<file path="config.mk">
export PLATFORM = sky130hd
export DESIGN_NAME = counter16_async_access_reset
export DESIGN_NICKNAME = d
export VERILOG_FILES = /design/src/core/timer_pkg.sv /design/src/core/counter16_async_access_reset.sv /design/src/core/pin_sync2.sv
export SDC_FILE = /design/constraint.sdc
export NUM_CORES = 1
export LEC_CHECK = 0
export BUFFER_PORTS_ARGS = -buffer_cell sky130_fd_sc_hd__buf_2
export CORE_UTILIZATION = 30
export CTS_CLUSTER_DIAMETER = 40
export DETAILED_ROUTE_END_ITERATION = 10
export GPL_TIMING_DRIVEN = 0
export PLACE_DENSITY = 0.62
export SYNTH_ARGS = -nofsm -noshare
export SYNTH_HDL_FRONTEND = slang
export SYNTH_SLANG_ARGS = --single-unit
</file>
<file path="constraint.sdc">
create_clock -name hclk -period 3.5 [get_ports hclk]
set_input_delay 0.7 -clock hclk [delete_from_list [all_inputs] [get_ports hclk]]
set_output_delay 0.7 -clock hclk [all_outputs]
set_load 0.05 [all_outputs]
</file>
<file path="src/core/timer_pkg.sv">
// Constants shared by the 16-bit timer/counter and its register slave
package timer_pkg;

   // Register byte offsets on the AHB-Lite slave
   localparam logic [7:0] OFS_COUNT_LOW   = 8'h00;
   localparam logic [7:0] OFS_COUNT_HIGH  = 8'h04;
   localparam logic [7:0] OFS_CONTROL     = 8'h08;
   localparam logic [7:0] OFS_CMP_LOW     = 8'h0c;
   localparam logic [7:0] OFS_CMP_HIGH    = 8'h10;
   localparam logic [7:0] OFS_CMP_MODE    = 8'h14;
   localparam logic [7:0] OFS_STATUS      = 8'h18;
   localparam logic [7:0] OFS_INT_ENABLE  = 8'h1c;

   // Field positions of timer_control_reg
   localparam int CTL_W           = 6;
   localparam int CTL_RUN_BIT     = 0;
   localparam int CTL_CS_BIT      = 1;
   localparam int CTL_SYNCDIS_BIT = 2;
   localparam int CTL_OSC_BIT     = 3;
   localparam int CTL_PS_LSB      = 4;
   localparam int CTL_PS_MSB      = 5;
   localparam logic [CTL_W-1:0] CTL_RESET = 6'h00;

   // Other fields and values
   localparam int FLAG_BIT               = 0;
   localparam int CMP_MODE_W             = 4;
   localparam logic [3:0] CMP_MODE_RESET = 4'h0;
   localparam logic [3:0] CMP_SPECIAL    = 4'hb;
   localparam logic [15:0] CMP_RESET     = 16'hffff;
   localparam logic [15:0] COUNT_TOP     = 16'hffff;
   localparam logic [15:0] COUNT_ZERO    = 16'h0000;
   localparam int SYNC_STAGES            = 2;

   // Prescale field codes
   localparam logic [1:0] PS_DIV1 = 2'h0;
   localparam logic [1:0] PS_DIV2 = 2'h1;
   localparam logic [1:0] PS_DIV4 = 2'h2;
   localparam logic [1:0] PS_DIV8 = 2'h3;

   // AHB transfer types
   localparam logic [1:0] HTRANS_NONSEQ = 2'h2;

endpackage

</file>
<file path="src/core/counter16_async_access_reset.sv">
// 16-bit timer/counter with prescaler, compare reset and AHB-Lite registers
//
// Behaviour
// Count byte reads return a valid, stable value while counting externally.
// Software reads high, low, high and retries if the high bytes differ.
// A count write during an increment is undefined; stop the counter first.
// Control bit 3 starts the crystal oscillator; it runs through sleep.
// Software waits for oscillator start-up before trusting the count.
// Compare mode 1011 match resets the count and starts a conversion.
// Trigger reset works only in timer or synchronised counter mode.
// A count write in the trigger cycle wins over the trigger reset.
// With the trigger on, the compare pair acts as the count period.
// Count bytes survive every reset; only the trigger clears them.
// Control register clears to zero on power-on reset: stopped, 1:1.
// Any write to either count byte clears the prescaler.
// One-second preload: software sets only the high byte MSB.
// Real-time use needs async mode, overflow enable, oscillator running.
// Count runs 0000h to FFFFh, rolls over and sets the overflow flag.
// Prescale field 11,10,01,00 divides by 8, 4, 2 and 1.
// Sync-disable bypasses the synchroniser; counting continues in sleep. The pins still pass through pin_sync2 in every mode.
// After enabling counter mode, a falling edge precedes any counting.
// Read data comes from stable registers, never a partial count.
`timescale 1ns/1ps
module counter16_async_access_reset
   import timer_pkg::*;
(
   // Clock and power-on reset
   input  wire logic        hclk,
   input  wire logic        hresetn,
   // AHB-Lite slave
   input  wire logic        hsel,
   input  wire logic [31:0] haddr,
   input  wire logic [1:0]  htrans,
   input  wire logic        hwrite,
   input  wire logic [2:0]  hsize,
   input  wire logic [31:0] hwdata,
   input  wire logic        hready,
   output      logic [31:0] hrdata,
   output      logic        hreadyout,
   output      logic        hresp,
   // Count clock pins and power state
   input  wire logic        ext_clk_pin,
   input  wire logic        crystal_in_pin,
   input  wire logic        sleep_mode,
   input  wire logic        adc_enable,
   // Outputs to the rest of the chip
   output      logic        crystal_osc_enable,
   output      logic        overflow_irq,
   output      logic        special_event_trigger,
   output      logic        adc_start
);

   ////////////////////////////////////////////////////////////////////////
   // State
   logic [CTL_W-1:0]      ctl_reg, ctl_next;
   logic [15:0]           cnt_reg, cnt_next;
   logic [15:0]           cmp_reg, cmp_next;
   logic [CMP_MODE_W-1:0] cmode_reg, cmode_next;
   logic                  ovf_reg, ovf_next;
   logic                  ovf_ie_reg, ovf_ie_next;
   logic [2:0]            pre_reg, pre_next;
   logic                  armed_reg, armed_next;
   logic                  clk_prev_reg, clk_prev_next;
   logic                  trig_reg, trig_next;
   logic                  adc_reg, adc_next;
   logic [31:0]           hrdata_reg, hrdata_next;
   logic                  dph_valid_reg, dph_valid_next;
   logic                  dph_write_reg, dph_write_next;
   logic [7:0]            dph_addr_reg, dph_addr_next;

   ////////////////////////////////////////////////////////////////////////
   // Pin synchronisation and edge detection
   logic [1:0] pins_s;
   logic       clk_sel;
   logic       rise;
   logic       fall;

   pin_sync2 #(
      .WIDTH (SYNC_STAGES)
   ) u_pin_sync (
      .hclk    (hclk),
      .hresetn (hresetn),
      .d       ({crystal_in_pin, ext_clk_pin}),
      .q       (pins_s)
   );

   logic run;
   logic cs;
   logic sync_dis;
   logic async_mode;
   logic [1:0] ps;

   assign run        = ctl_reg[CTL_RUN_BIT];
   assign cs         = ctl_reg[CTL_CS_BIT];
   assign sync_dis   = ctl_reg[CTL_SYNCDIS_BIT];
   assign ps         = ctl_reg[CTL_PS_MSB:CTL_PS_LSB];
   assign async_mode = cs & sync_dis;

   // Crystal input is the count pin while the oscillator is on
   assign clk_sel = ctl_reg[CTL_OSC_BIT] ? pins_s[1] : pins_s[0];
   assign rise    = clk_sel & ~clk_prev_reg;
   assign fall    = ~clk_sel & clk_prev_reg;

   ////////////////////////////////////////////////////////////////////////
   // Bus decode
   logic addr_phase;
   logic wr_fire;
   logic wr_low;
   logic wr_high;
   logic cnt_wr;

   assign addr_phase = hsel & htrans[1] & hready;
   assign wr_fire    = dph_valid_reg & dph_write_reg;
   assign wr_low     = wr_fire & (dph_addr_reg == OFS_COUNT_LOW);
   assign wr_high    = wr_fire & (dph_addr_reg == OFS_COUNT_HIGH);
   assign cnt_wr     = wr_low | wr_high;

   ////////////////////////////////////////////////////////////////////////
   // Count path
   logic [2:0]  pre_limit;
   logic        src_pulse;
   logic        pre_go;
   logic        inc;
   logic [15:0] cnt_plus;
   logic        inc_trig;

   // prescale divider
   always_comb begin
      case (ps)
         PS_DIV1: pre_limit = 3'h0;
         PS_DIV2: pre_limit = 3'h1;
         PS_DIV4: pre_limit = 3'h3;
         PS_DIV8: pre_limit = 3'h7;
         default: pre_limit = 3'h0;
      endcase
   end

   // counter mode waits for the arming fall
   assign src_pulse = cs ? (armed_reg & rise) : 1'b1;
   // The instruction clock stops in sleep, so timer mode halts there
   assign pre_go    = run & src_pulse & ~(sleep_mode & ~cs);
   // only async mode (cs with sync-disable) advances the count in sleep
   assign inc       = pre_go & (pre_reg == pre_limit)
                      & ~(sleep_mode & ~async_mode);
   assign cnt_plus  = cnt_reg + 16'h0001;
   // async mode never sees the compare reset
   assign inc_trig  = inc & (cmode_reg == CMP_SPECIAL) & ~async_mode
                      & (cnt_plus == cmp_reg);

   always_comb begin
      cnt_next      = cnt_reg;
      pre_next      = pre_reg;
      armed_next    = armed_reg;
      clk_prev_next = clk_sel;
      trig_next     = 1'b0;
      adc_next      = 1'b0;
      ovf_next      = ovf_reg;
      if (!run) begin
         armed_next = 1'b0;
      end else if (fall) begin
         armed_next = 1'b1;
      end
      if (pre_go) begin
         pre_next = (pre_reg == pre_limit) ? 3'h0 : pre_reg + 3'h1;
      end
      if (inc) begin
         cnt_next = cnt_plus;
      end
      // special event resets the count, period at compare
      if (inc_trig) begin
         cnt_next  = COUNT_ZERO;
         trig_next = 1'b1;
         adc_next  = adc_enable;
      end
      // software write beats increment and trigger
      if (wr_low) begin
         cnt_next[7:0] = hwdata[7:0];
      end
      if (wr_high) begin
         cnt_next[15:8] = hwdata[7:0];
      end
      // count writes restart the prescaler
      if (cnt_wr) begin
         pre_next = 3'h0;
      end
      // Flag clear by write; the hardware set below wins
      if (wr_fire && dph_addr_reg == OFS_STATUS) begin
         ovf_next = hwdata[FLAG_BIT];
      end
      // rollover sets the overflow flag
      if (inc && cnt_reg == COUNT_TOP) begin
         ovf_next = 1'b1;
      end
   end

   // count has no reset at all
   always_ff @(posedge hclk) begin
      cnt_reg <= cnt_next;
   end

   always_ff @(posedge hclk or negedge hresetn) begin
      if (!hresetn) begin
         pre_reg      <= 3'h0;
         armed_reg    <= 1'b0;
         clk_prev_reg <= 1'b0;
         trig_reg     <= 1'b0;
         adc_reg      <= 1'b0;
         ovf_reg      <= 1'b0;
      end else begin
         pre_reg      <= pre_next;
         armed_reg    <= armed_next;
         clk_prev_reg <= clk_prev_next;
         trig_reg     <= trig_next;
         adc_reg      <= adc_next;
         ovf_reg      <= ovf_next;
      end
   end

   ////////////////////////////////////////////////////////////////////////
   // Register file and bus slave
   always_comb begin
      ctl_next       = ctl_reg;
      cmp_next       = cmp_reg;
      cmode_next     = cmode_reg;
      ovf_ie_next    = ovf_ie_reg;
      dph_valid_next = addr_phase;
      dph_write_next = hwrite;
      dph_addr_next  = haddr[7:0];
      hrdata_next    = hrdata_reg;
      if (wr_fire) begin
         case (dph_addr_reg)
            OFS_CONTROL:    ctl_next = hwdata[CTL_W-1:0];
            OFS_CMP_LOW:    cmp_next[7:0] = hwdata[7:0];
            OFS_CMP_HIGH:   cmp_next[15:8] = hwdata[7:0];
            OFS_CMP_MODE:   cmode_next = hwdata[CMP_MODE_W-1:0];
            OFS_INT_ENABLE: ovf_ie_next = hwdata[FLAG_BIT];
            default:        ctl_next = ctl_reg;
         endcase
      end
      // read data is latched from settled registers
      if (addr_phase && !hwrite) begin
         case (haddr[7:0])
            // byte read of the live count
            OFS_COUNT_LOW:  hrdata_next = {24'h000000, cnt_reg[7:0]};
            OFS_COUNT_HIGH: hrdata_next = {24'h000000, cnt_reg[15:8]};
            OFS_CONTROL:    hrdata_next = {26'h0, ctl_reg};
            OFS_CMP_LOW:    hrdata_next = {24'h000000, cmp_reg[7:0]};
            OFS_CMP_HIGH:   hrdata_next = {24'h000000, cmp_reg[15:8]};
            OFS_CMP_MODE:   hrdata_next = {28'h0000000, cmode_reg};
            OFS_STATUS:     hrdata_next = {31'h0, ovf_reg};
            OFS_INT_ENABLE: hrdata_next = {31'h0, ovf_ie_reg};
            default:        hrdata_next = 32'h00000000;
         endcase
      end
   end

   // power-on reset stops the timer at 1:1
   always_ff @(posedge hclk or negedge hresetn) begin
      if (!hresetn) begin
         ctl_reg       <= CTL_RESET;
         cmp_reg       <= CMP_RESET;
         cmode_reg     <= CMP_MODE_RESET;
         ovf_ie_reg    <= 1'b0;
         dph_valid_reg <= 1'b0;
         dph_write_reg <= 1'b0;
         dph_addr_reg  <= 8'h00;
         hrdata_reg    <= 32'h00000000;
      end else begin
         ctl_reg       <= ctl_next;
         cmp_reg       <= cmp_next;
         cmode_reg     <= cmode_next;
         ovf_ie_reg    <= ovf_ie_next;
         dph_valid_reg <= dph_valid_next;
         dph_write_reg <= dph_write_next;
         dph_addr_reg  <= dph_addr_next;
         hrdata_reg    <= hrdata_next;
      end
   end

   ////////////////////////////////////////////////////////////////////////
   // Outputs
   assign hrdata    = hrdata_reg;
   assign hreadyout = 1'b1;
   assign hresp     = 1'b0;
   // oscillator enable straight from the control bit
   assign crystal_osc_enable    = ctl_reg[CTL_OSC_BIT];
   assign overflow_irq          = ovf_reg & ovf_ie_reg;
   assign special_event_trigger = trig_reg;
   assign adc_start             = adc_reg;

   ////////////////////////////////////////////////////////////////////////
   // Checks
   a_trig_clears_count: assert property (
      @(posedge hclk) disable iff (!hresetn)
      (inc_trig && !cnt_wr) |=> (cnt_reg == COUNT_ZERO) && trig_reg)
      else $error("trigger did not clear the count");

   a_write_beats_trig: assert property (
      @(posedge hclk) disable iff (!hresetn)
      (inc_trig && wr_low) |=> (cnt_reg[7:0] == $past(hwdata[7:0])))
      else $error("trigger overrode a count write");

   a_ovf_on_roll: assert property (
      @(posedge hclk) disable iff (!hresetn)
      (inc && cnt_reg == COUNT_TOP && !cnt_wr && !inc_trig)
      |=> ovf_reg && (cnt_reg == COUNT_ZERO))
      else $error("rollover did not set the flag");

   a_prescale_clear: assert property (
      @(posedge hclk) disable iff (!hresetn)
      cnt_wr |=> (pre_reg == 3'h0))
      else $error("count write left prescaler running");

   a_no_async_trig: assert property (
      @(posedge hclk) disable iff (!hresetn)
      async_mode |=> !trig_reg)
      else $error("trigger fired in async mode");

   a_arm_needs_fall: assert property (
      @(posedge hclk) disable iff (!hresetn)
      (cs && !armed_reg) |-> !inc)
      else $error("counted before the arming edge");

   a_sleep_halts: assert property (
      @(posedge hclk) disable iff (!hresetn)
      (sleep_mode && !async_mode) |-> !inc)
      else $error("synchronised count advanced in sleep");

   a_osc_follows_wr: assert property (
      @(posedge hclk) disable iff (!hresetn)
      (wr_fire && dph_addr_reg == OFS_CONTROL && hwdata[CTL_OSC_BIT])
      |=> crystal_osc_enable)
      else $error("oscillator not enabled by control write");

   a_read_stable: assert property (
      @(posedge hclk) disable iff (!hresetn)
      (addr_phase && !hwrite && haddr[7:0] == OFS_COUNT_HIGH)
      |=> (hrdata == {24'h000000, $past(cnt_reg[15:8])}))
      else $error("count read not taken from register");

   a_ctl_reset: assert property (
      @(posedge hclk) $rose(hresetn) |-> (ctl_reg == CTL_RESET))
      else $error("control register not cleared by reset");

endmodule

</file>
<file path="src/core/pin_sync2.sv">
// Two-flop synchroniser for pin levels entering the hclk domain
`timescale 1ns/1ps
module pin_sync2
   import timer_pkg::*;
#(
   parameter int WIDTH = 2
) (
   // Clock and reset
   input  wire logic             hclk,
   input  wire logic             hresetn,
   // Levels
   input  wire logic [WIDTH-1:0] d,
   output      logic [WIDTH-1:0] q
);

   logic [WIDTH-1:0] meta_reg;
   logic [WIDTH-1:0] q_reg;

   // Elaboration check: at least one level to carry
   if (WIDTH < 1) begin : g_width_check
      $error("pin_sync2: WIDTH must be at least 1");
   end

   // First stage is read only by the second stage
   always_ff @(posedge hclk or negedge hresetn) begin
      if (!hresetn) begin
         meta_reg <= '0;
         q_reg    <= '0;
      end else begin
         meta_reg <= d;
         q_reg    <= meta_reg;
      end
   end

   assign q = q_reg;

endmodule

</file>
==> summary.txt, run 1 <==
Run status
  – Status: finished, final reports clean

Power
  – Sequential share of power: 0.429
  – Tot Pwr: 2330 uW
  – Cell-internal power: 1670 uW
  – Combinational power share: 0.172
  – Switching share of total power: 0.282
  – Clock network fraction of design power: 0.398
  – Psw: 656 uW
  – Static leakage: 0.00206 uW
  – Worst vdd ir: 0.000203 V
  – Pwr dens: 467 nW/um2

Clocking
  – Clock slew at reported path FFs: 0.05 ns
  – Htree depth: 3
  – CTS tree: yes
  – Clk buf depth: 2
  – Clk Tree Root Cell: clkbuf_16
  – Clock tree sinks: 73
  – Skew-Pair Late Insertion Delay: 0.35 ns
  – TritonCTS Buffers: 9

Global route
  – GRT overflow: 0
  – Largest net degree at the start of global routing: 58
  – GRT Overall Usage: 0.157
  – Vias in the first global route: 3100
  – Initial antenna violation count: 0
  – First-pass GRT wire length: 16800 um

Place
  – Final HPWL DP: 7710 um
  – Placed Area: 4640 um2
  – # port buffers: 37
  – Placer Congestion: 0.961
  – Placed Cells: 628

Route
  – Vias per cell: 4.96
  – WL met2: 4790 um
  – Wirelength per Cell: 16.3 um
  – # DRC: 0
  – Routed wl met3: 717 um
  – Post-Route WL: 10500 um
  – Drt pass-1 iters: 5
  – Top sig layer: met4
  – Met1 wire length: 4880 um
  – DRT antenna net count: 0
  – Vias: 3205
  – DRT iter0 DRCs: 207

Cells and area
  – Register Area: 1930 um2
  – Share of layout cells above drive strength 1: 0.300
  – Non-filler instance count after layout: 646
  – Footprint of the multi-input gates: 2040 um2
  – Area Growth Syn to Fin: 20.1%
  – Final net count: 545
  – Fill count: 1357
  – N_diodes: 0
  – Design Area, Final: 4980 um2

Critical path
  – Startpoint types: flip-flop
  – CP max FO: 10
  – WS Path Type: reg2reg
  – Required time of the critical path: 3.56 ns
  – WP data arrival: 3.21 ns
  – Crit. End Element: flip-flop

Synth
  – Register bit total from synthesis: 73
  – Most frequent cells after synthesis: nand2_1 (49), dfrtp_1 (41), mux2_2 (31)
  – Cell Area, Synth: 4150 um2
  – Yosys warns: 0
  – Yosys top cell area share: 0.247
  – Top cells by area, synth: dfrtp_1 (25%), edfxtp_1 (12%), dfstp_2 (10%)
  – Count leader, synth: nand2_1
  – Post-synthesis sequential area ratio: 0.465
  – Area leader, netlist: dfrtp_1
  – Mapped Cells: 391
  – Post-synth EDFFs: 16
  – Most used DFF post-synth: dfrtp_1
  – Avg Cell Area, Syn: 10.6 um2
  – Post-synthesis async set-or-reset flop share: 0.781
  – Distinct cells, synth: 56

Timing
  – Max Freq: 318 MHz
  – Least-Margin Pin Slew: 1.04 ns
  – Final number of setup-violating endpoints: 0
  – Rel. slew slack: 0.301
  – Final setup skew: 0.00813 ns
  – RSZ-0062 raised after global routing: no
  – Tcrit/Tclk final: 0.900
  – Min Hold Slack: 0.350 ns
  – Tmin final: 3.15 ns
  – Final hold vios: 0
  – Fin. max-slew vios: 0

Floorplanning
  – Core area: 13300 um2
  – Starting density of the core: 0.311
  – Die W: 120 um
  – # IOs: 116
  – Die ar.: 14300 um2
  – Die Ht: 120 um
  – Row cnt: 42

Job
  – Max cap viols: 0

Hold path
  – Type of the tightest min-delay check: reg2reg
## power groups by stage
stage | combinational (uW) | clock [uW] | sequential [uW]
after global placement | 390 | 0 | 1010
after global routing | 436 | 973 | 1010
final | 401 | 926 | 999
after floorplan | 304 | 0 | 995
after detailed placement | 399 | 0 | 1010
after CTS | 401 | 939 | 997
## layout by cell type, fill, tap and decap left out, types with 2 or more instances in the layout
cell type	count
nand2_1	49
dfrtp_1	41
buf_2	38
buf_4	31
mux2_2	31
conb_1	26
xnor2_1	23
o21ai_0	22
nor2_1	17
o31ai_1	17
dfstp_2	16
edfxtp_1	16
nand3_1	12
mux2i_1	11
clkbuf_1	11
clkbuf_16	10
nor3_1	9
xor2_1	7
a21oi_1	6
inv_1	5
a31oi_1	5
nor3b_1	4
nand4_1	4
a221oi_1	4
nand4b_1	4
and3_1	3
nor4_4	3
nand2b_1	3
and2_1	3
clkbuf_8	3
a22o_1	2
buf_1	2
a211o_1	2
nor2b_1	2
or3_1	2
ha_1	2
## path summary, 6_finish.rpt
kind / start / endpoint / slack [ns] / cells past startpoint
min reg2reg: u_pin_sync.meta_reg[1]$_DFF_PN0_ / u_pin_sync.q[1]$_DFF_PN0_ / 0.35 / 0
max: cnt_reg[0]$_DFFE_PP_ / cnt_reg[0]$_DFFE_PP_ / 0.35 / 10
min in group asynchronous: hresetn / adc_start$_DFF_PN0_ / 0.39 / 1
min: u_pin_sync.meta_reg[1]$_DFF_PN0_ / u_pin_sync.q[1]$_DFF_PN0_ / 0.35 / 0
max in group asynchronous: hresetn / hrdata[0]$_DFFE_PN0P_ / 2.60 / 1
max reg2reg: cnt_reg[0]$_DFFE_PP_ / cnt_reg[0]$_DFFE_PP_ / 0.35 / 10
## worst max-delay path: stages, from the launching register on
cell and delay [ns]:
edfxtp_1 0.56, ha_1 0.40, nand3_1 0.26, nor4_4 0.43, o32ai_1 0.16, nor4_2 0.17
nand4_1 0.19, nor4b_4 0.24, buf_4 0.18, buf_6 0.17, o31ai_1 0.09
## layout make-up
type	count	area share
repair buffers	40	0.0422
clock buffers	15	0.0600
flip-flops and latches	73	0.387
multi-input cells	295	0.409
clock inverters	1	0.00100
well taps	176	0.0442
plain buffers	41	0.0533
inverters	5	0.00377
## metal layers
metal,GRT usage,vias to the layer above
li1,-,1517
met1,0.209,1558
met2,0.250,118
met3,0.0375,12
met4,0.0523,0
met5,0,-
## timing repair
item	4_1_cts	5_1_grt
gates resized for setup	0	2
cloned	0	0
endpoints found under the setup margin	8	15
hold buffers	0	0
setup buffers	3	0
pin swaps	1	0
## stage by stage
stage	setup WS [ns]	setup TNS (ns)	util
floorplan	0.695	0	-
global placement	-0.0844	-0.490	0.348
detailed placement	-0.0985	-0.614	0.348
CTS	0.206	0	0.372
global route	0.106	0	0.373
finish	0.351	0	0.373
## cells by family (layout without fill, tap and decap cells)
family	count (synthesis)	in the layout	share of synthesized area
AND/OR/NAND/NOR	126	126	0.170
buffers and inverters	47	102	0.0694
other	2	26	0.00181
AO/OA/AOI/OAI	69	69	0.114
multiplexers	42	42	0.111
adder cells (fa/ha/maj)	2	2	0.00603
flip-flops	73	73	0.465
XOR/XNOR	30	30	0.0634
No activity file was read; power rests on OpenSTA's default activity.
==> run 2: changes to the inputs <==
Settings changed: ABC_AREA set to 1, PLACE_DENSITY 0.62 to 0.61.
==> summary.txt, run 2 <==
Floorplanning
  – Die W: 122 um (+2.3%)
  – Die ar.: 15000 um2 (+4.6%)
  – Core area: 14000 um2 (+4.8%)
  – Row cnt: 43 (+2.4%)
  – Die Ht: 122 um (+2.3%)
  – Starting density of the core: 0.310 (about the same)
  – # IOs: 116 (unchanged)

Route
  – Drt pass-1 iters: 5 (unchanged)
  – Vias: 3940 (+23%)
  – Routed wl met3: 777 um (+8.4%)
  – DRT antenna net count: 0 (unchanged)
  – Met1 wire length: 5580 um (+14%)
  – Top sig layer: met4
  – Post-Route WL: 11800 um (+12%)
  – Vias per cell: 4.55 (-8.3%)
  – DRT iter0 DRCs: 304 (+47%)
  – Wirelength per Cell: 13.6 um (-17%)
  – WL met2: 5200 um (+8.6%)
  – # DRC: 0 (unchanged)

Clocking
  – CTS tree: yes
  – Post-CTS Resized: 0 (unchanged)
  – Clk buf depth: 2 (unchanged)
  – Htree depth: 3 (unchanged)
  – Clk Tree Root Cell: clkbuf_16
  – Clock slew at reported path FFs: 0.06 ns (about the same)
  – Buffer count from post-CTS setup fixing: 0 (-3)
  – Skew-Pair Late Insertion Delay: 0.34 ns (about the same)
  – TritonCTS Buffers: 9 (unchanged)
  – Hold_buf cts: 0 (unchanged)
  – Clock tree sinks: 73 (unchanged)

Cells and area
  – Fin util: 0.369 (-0.00412)
  – Final net count: 761 (+40%)
  – Commonest non-fill, non-tap cell in the layout: nand2_1
  – N_diodes: 0 (unchanged)
  – Design Area, Final: 5160 um2 (+3.6%)
  – Footprint of the multi-input gates: 1990 um2 (-2.2%)
  – Share of layout cells above drive strength 1: 0.160 (-0.140)
  – Area Growth Syn to Fin: 18.9%
  – Register Area: 1930 um2 (unchanged)
  – Fill count: 1498 (+10%)
  – Non-filler instance count after layout: 866 (+34%)
  – Most frequent cells in the layout: nand2_1 (218), inv_1 (73), nor2_1 (51), o21ai_0 (51)

Place
  – Dpl ws: 0.914 ns (+1.01 ns)
  – Final HPWL DP: 9100 um (+18%)
  – # port buffers: 37 (unchanged)
  – Placed Area: 4840 um2 (+4.3%)
  – Placed Cells: 850 (+35%)
  – Placer Congestion: 0.959 (-0.19%)

Timing
  – Tmin final: 2.52 ns (-0.625 ns)
  – Least-Margin Pin Slew: 1.07 ns (+0.0266 ns)
  – RSZ-0062 raised after global routing: no
  – Tcrit/Tclk final: 0.721 (-0.179)
  – Final number of setup-violating endpoints: 0 (unchanged)
  – Max Freq: 396 MHz (+25%)
  – Rel. slew slack: 0.283 (-0.0189)
  – Final setup TNS: 0 ns (unchanged)
  – Fin. max-slew vios: 0 (unchanged)
  – Final setup skew: 0.00497 ns (-0.00316 ns)
  – Final hold vios: 0 (unchanged)
  – Final WS setup: 0.976 ns (+0.625 ns)

Synth
  – Post-synthesis async set-or-reset flop share: 0.781 (unchanged)
  – Mapped Cells: 609 (+56%)
  – Top cells by area, synth: dfrtp_1 (24%), nand2_1 (19%), edfxtp_1 (11%)
  – Yosys top cell area share: 0.236 (-0.0111)
  – Post-synthesis sequential area ratio: 0.444 (-0.0209)
  – Most frequent cells after synthesis: nand2_1 (218), inv_1 (73), nor2_1 (51), o21ai_0 (51)
  – Distinct cells, synth: 32 (-43%)
  – Count leader, synth: nand2_1
  – Register bit total from synthesis: 73 (unchanged)
  – Avg Cell Area, Syn: 7.13 um2 (-33%)
  – Post-synth EDFFs: 16 (unchanged)
  – Most used DFF post-synth: dfrtp_1
  – Area leader, netlist: dfrtp_1
  – Yosys warns: 0 (unchanged)
  – Cell Area, Synth: 4340 um2 (+4.7%)

Critical path
  – Startpoint types: flip-flop
  – CP peak stage delay: 0.51 ns (-0.05 ns)
  – Most frequent CP cell: nand2_1
  – WP data arrival: 2.62 ns (-0.59 ns)
  – Critical path's top delay family: simple AND/OR/NAND/NOR gates
  – Crit. End Element: flip-flop
  – CP max stage cell: edfxtp_1
  – Worst Path Buf+Inv: 1 (-1)
  – WS Path Type: reg2reg
  – CP max FO: 10 (unchanged)
  – Cell-by-cell trace of the critical path: ha_1 -> or2_2 -> nand3_1 -> nand2_1 -> nor2_1 -> nand2_1 -> nor2_1 -> nand2_1 -> nor2_2 -> nand3_2 -> buf_6 -> nand2_1 -> nand2_1
  – Required time of the critical path: 3.59 ns (+0.03 ns)

Power
  – Static leakage: 0.00285 uW (+38%)
  – Pwr dens: 415 nW/um2 (-11%)
  – Worst vdd ir: 0.000225 V (+11%)
  – Clock network fraction of design power: 0.453 (+0.055)
  – Psw: 548 uW (-17%)
  – Sequential share of power: 0.435 (+0.006)
  – Cell-internal power: 1590 uW (-4.6%)
  – Combinational power share: 0.112 (-0.060)
  – Switching share of total power: 0.256 (-0.0264)

Global route
  – GRT Overall Usage: 0.170 (+0.0127)
  – GRT overflow: 0 (unchanged)
  – First-pass GRT wire length: 18900 um (+12%)
  – Largest net degree at the start of global routing: 58 (unchanged)
  – Initial antenna violation count: 0 (unchanged)
  – Vias in the first global route: 3644 (+18%)

Job
  – Max cap viols: 0 (unchanged)

Hold path
  – Type of the tightest min-delay check: reg2reg

Run status
  – Status: finished, final reports clean
run 2: changes by cell type after synthesis, moves of 5 or more:
cell	before	now
o31ai_1	17	0
nand3_1	12	41
nand2_1	49	218
mux2_2	31	0
mux2i_1	11	0
nor2_1	17	51
o21ai_0	22	51
or2_2	0	5
xnor2_1	23	0
xor2_1	7	0
inv_1	5	73
o22ai_1	1	7
run 2: logic make-up (layout without fill, tap and decap cells):
logic type	Yosys count	after routing	synth area share
AOI/OAI and AO/OA	71	71	0.0870
adders and majority gates	2	2	0.00576
buffers and inverters	108	161	0.118
DFF	73	73	0.444
other	2	26	0.00173
and+or+nand+nor	353	353	0.344
run 2: metrics by stage:
step                hold WS, ns  power (uW)
global route              0.359        2230
CTS                       0.348        2160
detailed placement        0.335        1190
floorplan                 0.331        1120
global placement          0.338        1180
finish                    0.349        2140
run 2: metal layers:
layer  global-route usage  vias to the layer above
li1                     -                     2036
met1                0.236                     1743
met2                0.265                      148
met3               0.0223                       13
met4               0.0709                        0
met5                    0                        -
run 2: layout make-up:
type                       count  area share
buffer                        35      0.0463
clock buffer                  13      0.0526
clock inverter                 3     0.00897
inverter                      73      0.0531
multi-input combinational    452       0.386
sequential                    73       0.373
tap                          180      0.0436
timing repair buffer          37      0.0364
run 2: power groups by stage:
stage | clock network [uW] | logic, uW | registers (uW)
2_1_floorplan | 0 | 170 | 948
3_3_place_gp | 0 | 238 | 946
3_5_place_dp | 0 | 240 | 946
4_1_cts | 991 | 241 | 931
5_1_grt | 1020 | 269 | 935
6_report | 970 | 239 | 932
run 2: final timing paths:
kind,startpoint,endpoint,slack [ns],cells past startpoint
max in group asynchronous,hresetn,adc_start$_DFF_PN0_,2.61,1
max,cnt_reg[0]$_DFFE_PP_,cnt_reg[14]$_DFFE_PP_,0.98,13
min in group asynchronous,hresetn,pre_reg[2]$_DFFE_PN0P_,0.42,1
max reg2reg,cnt_reg[0]$_DFFE_PP_,cnt_reg[14]$_DFFE_PP_,0.98,13
min reg2reg,u_pin_sync.meta_reg[1]$_DFF_PN0_,u_pin_sync.q[1]$_DFF_PN0_,0.35,0
min,u_pin_sync.meta_reg[1]$_DFF_PN0_,u_pin_sync.q[1]$_DFF_PN0_,0.35,0
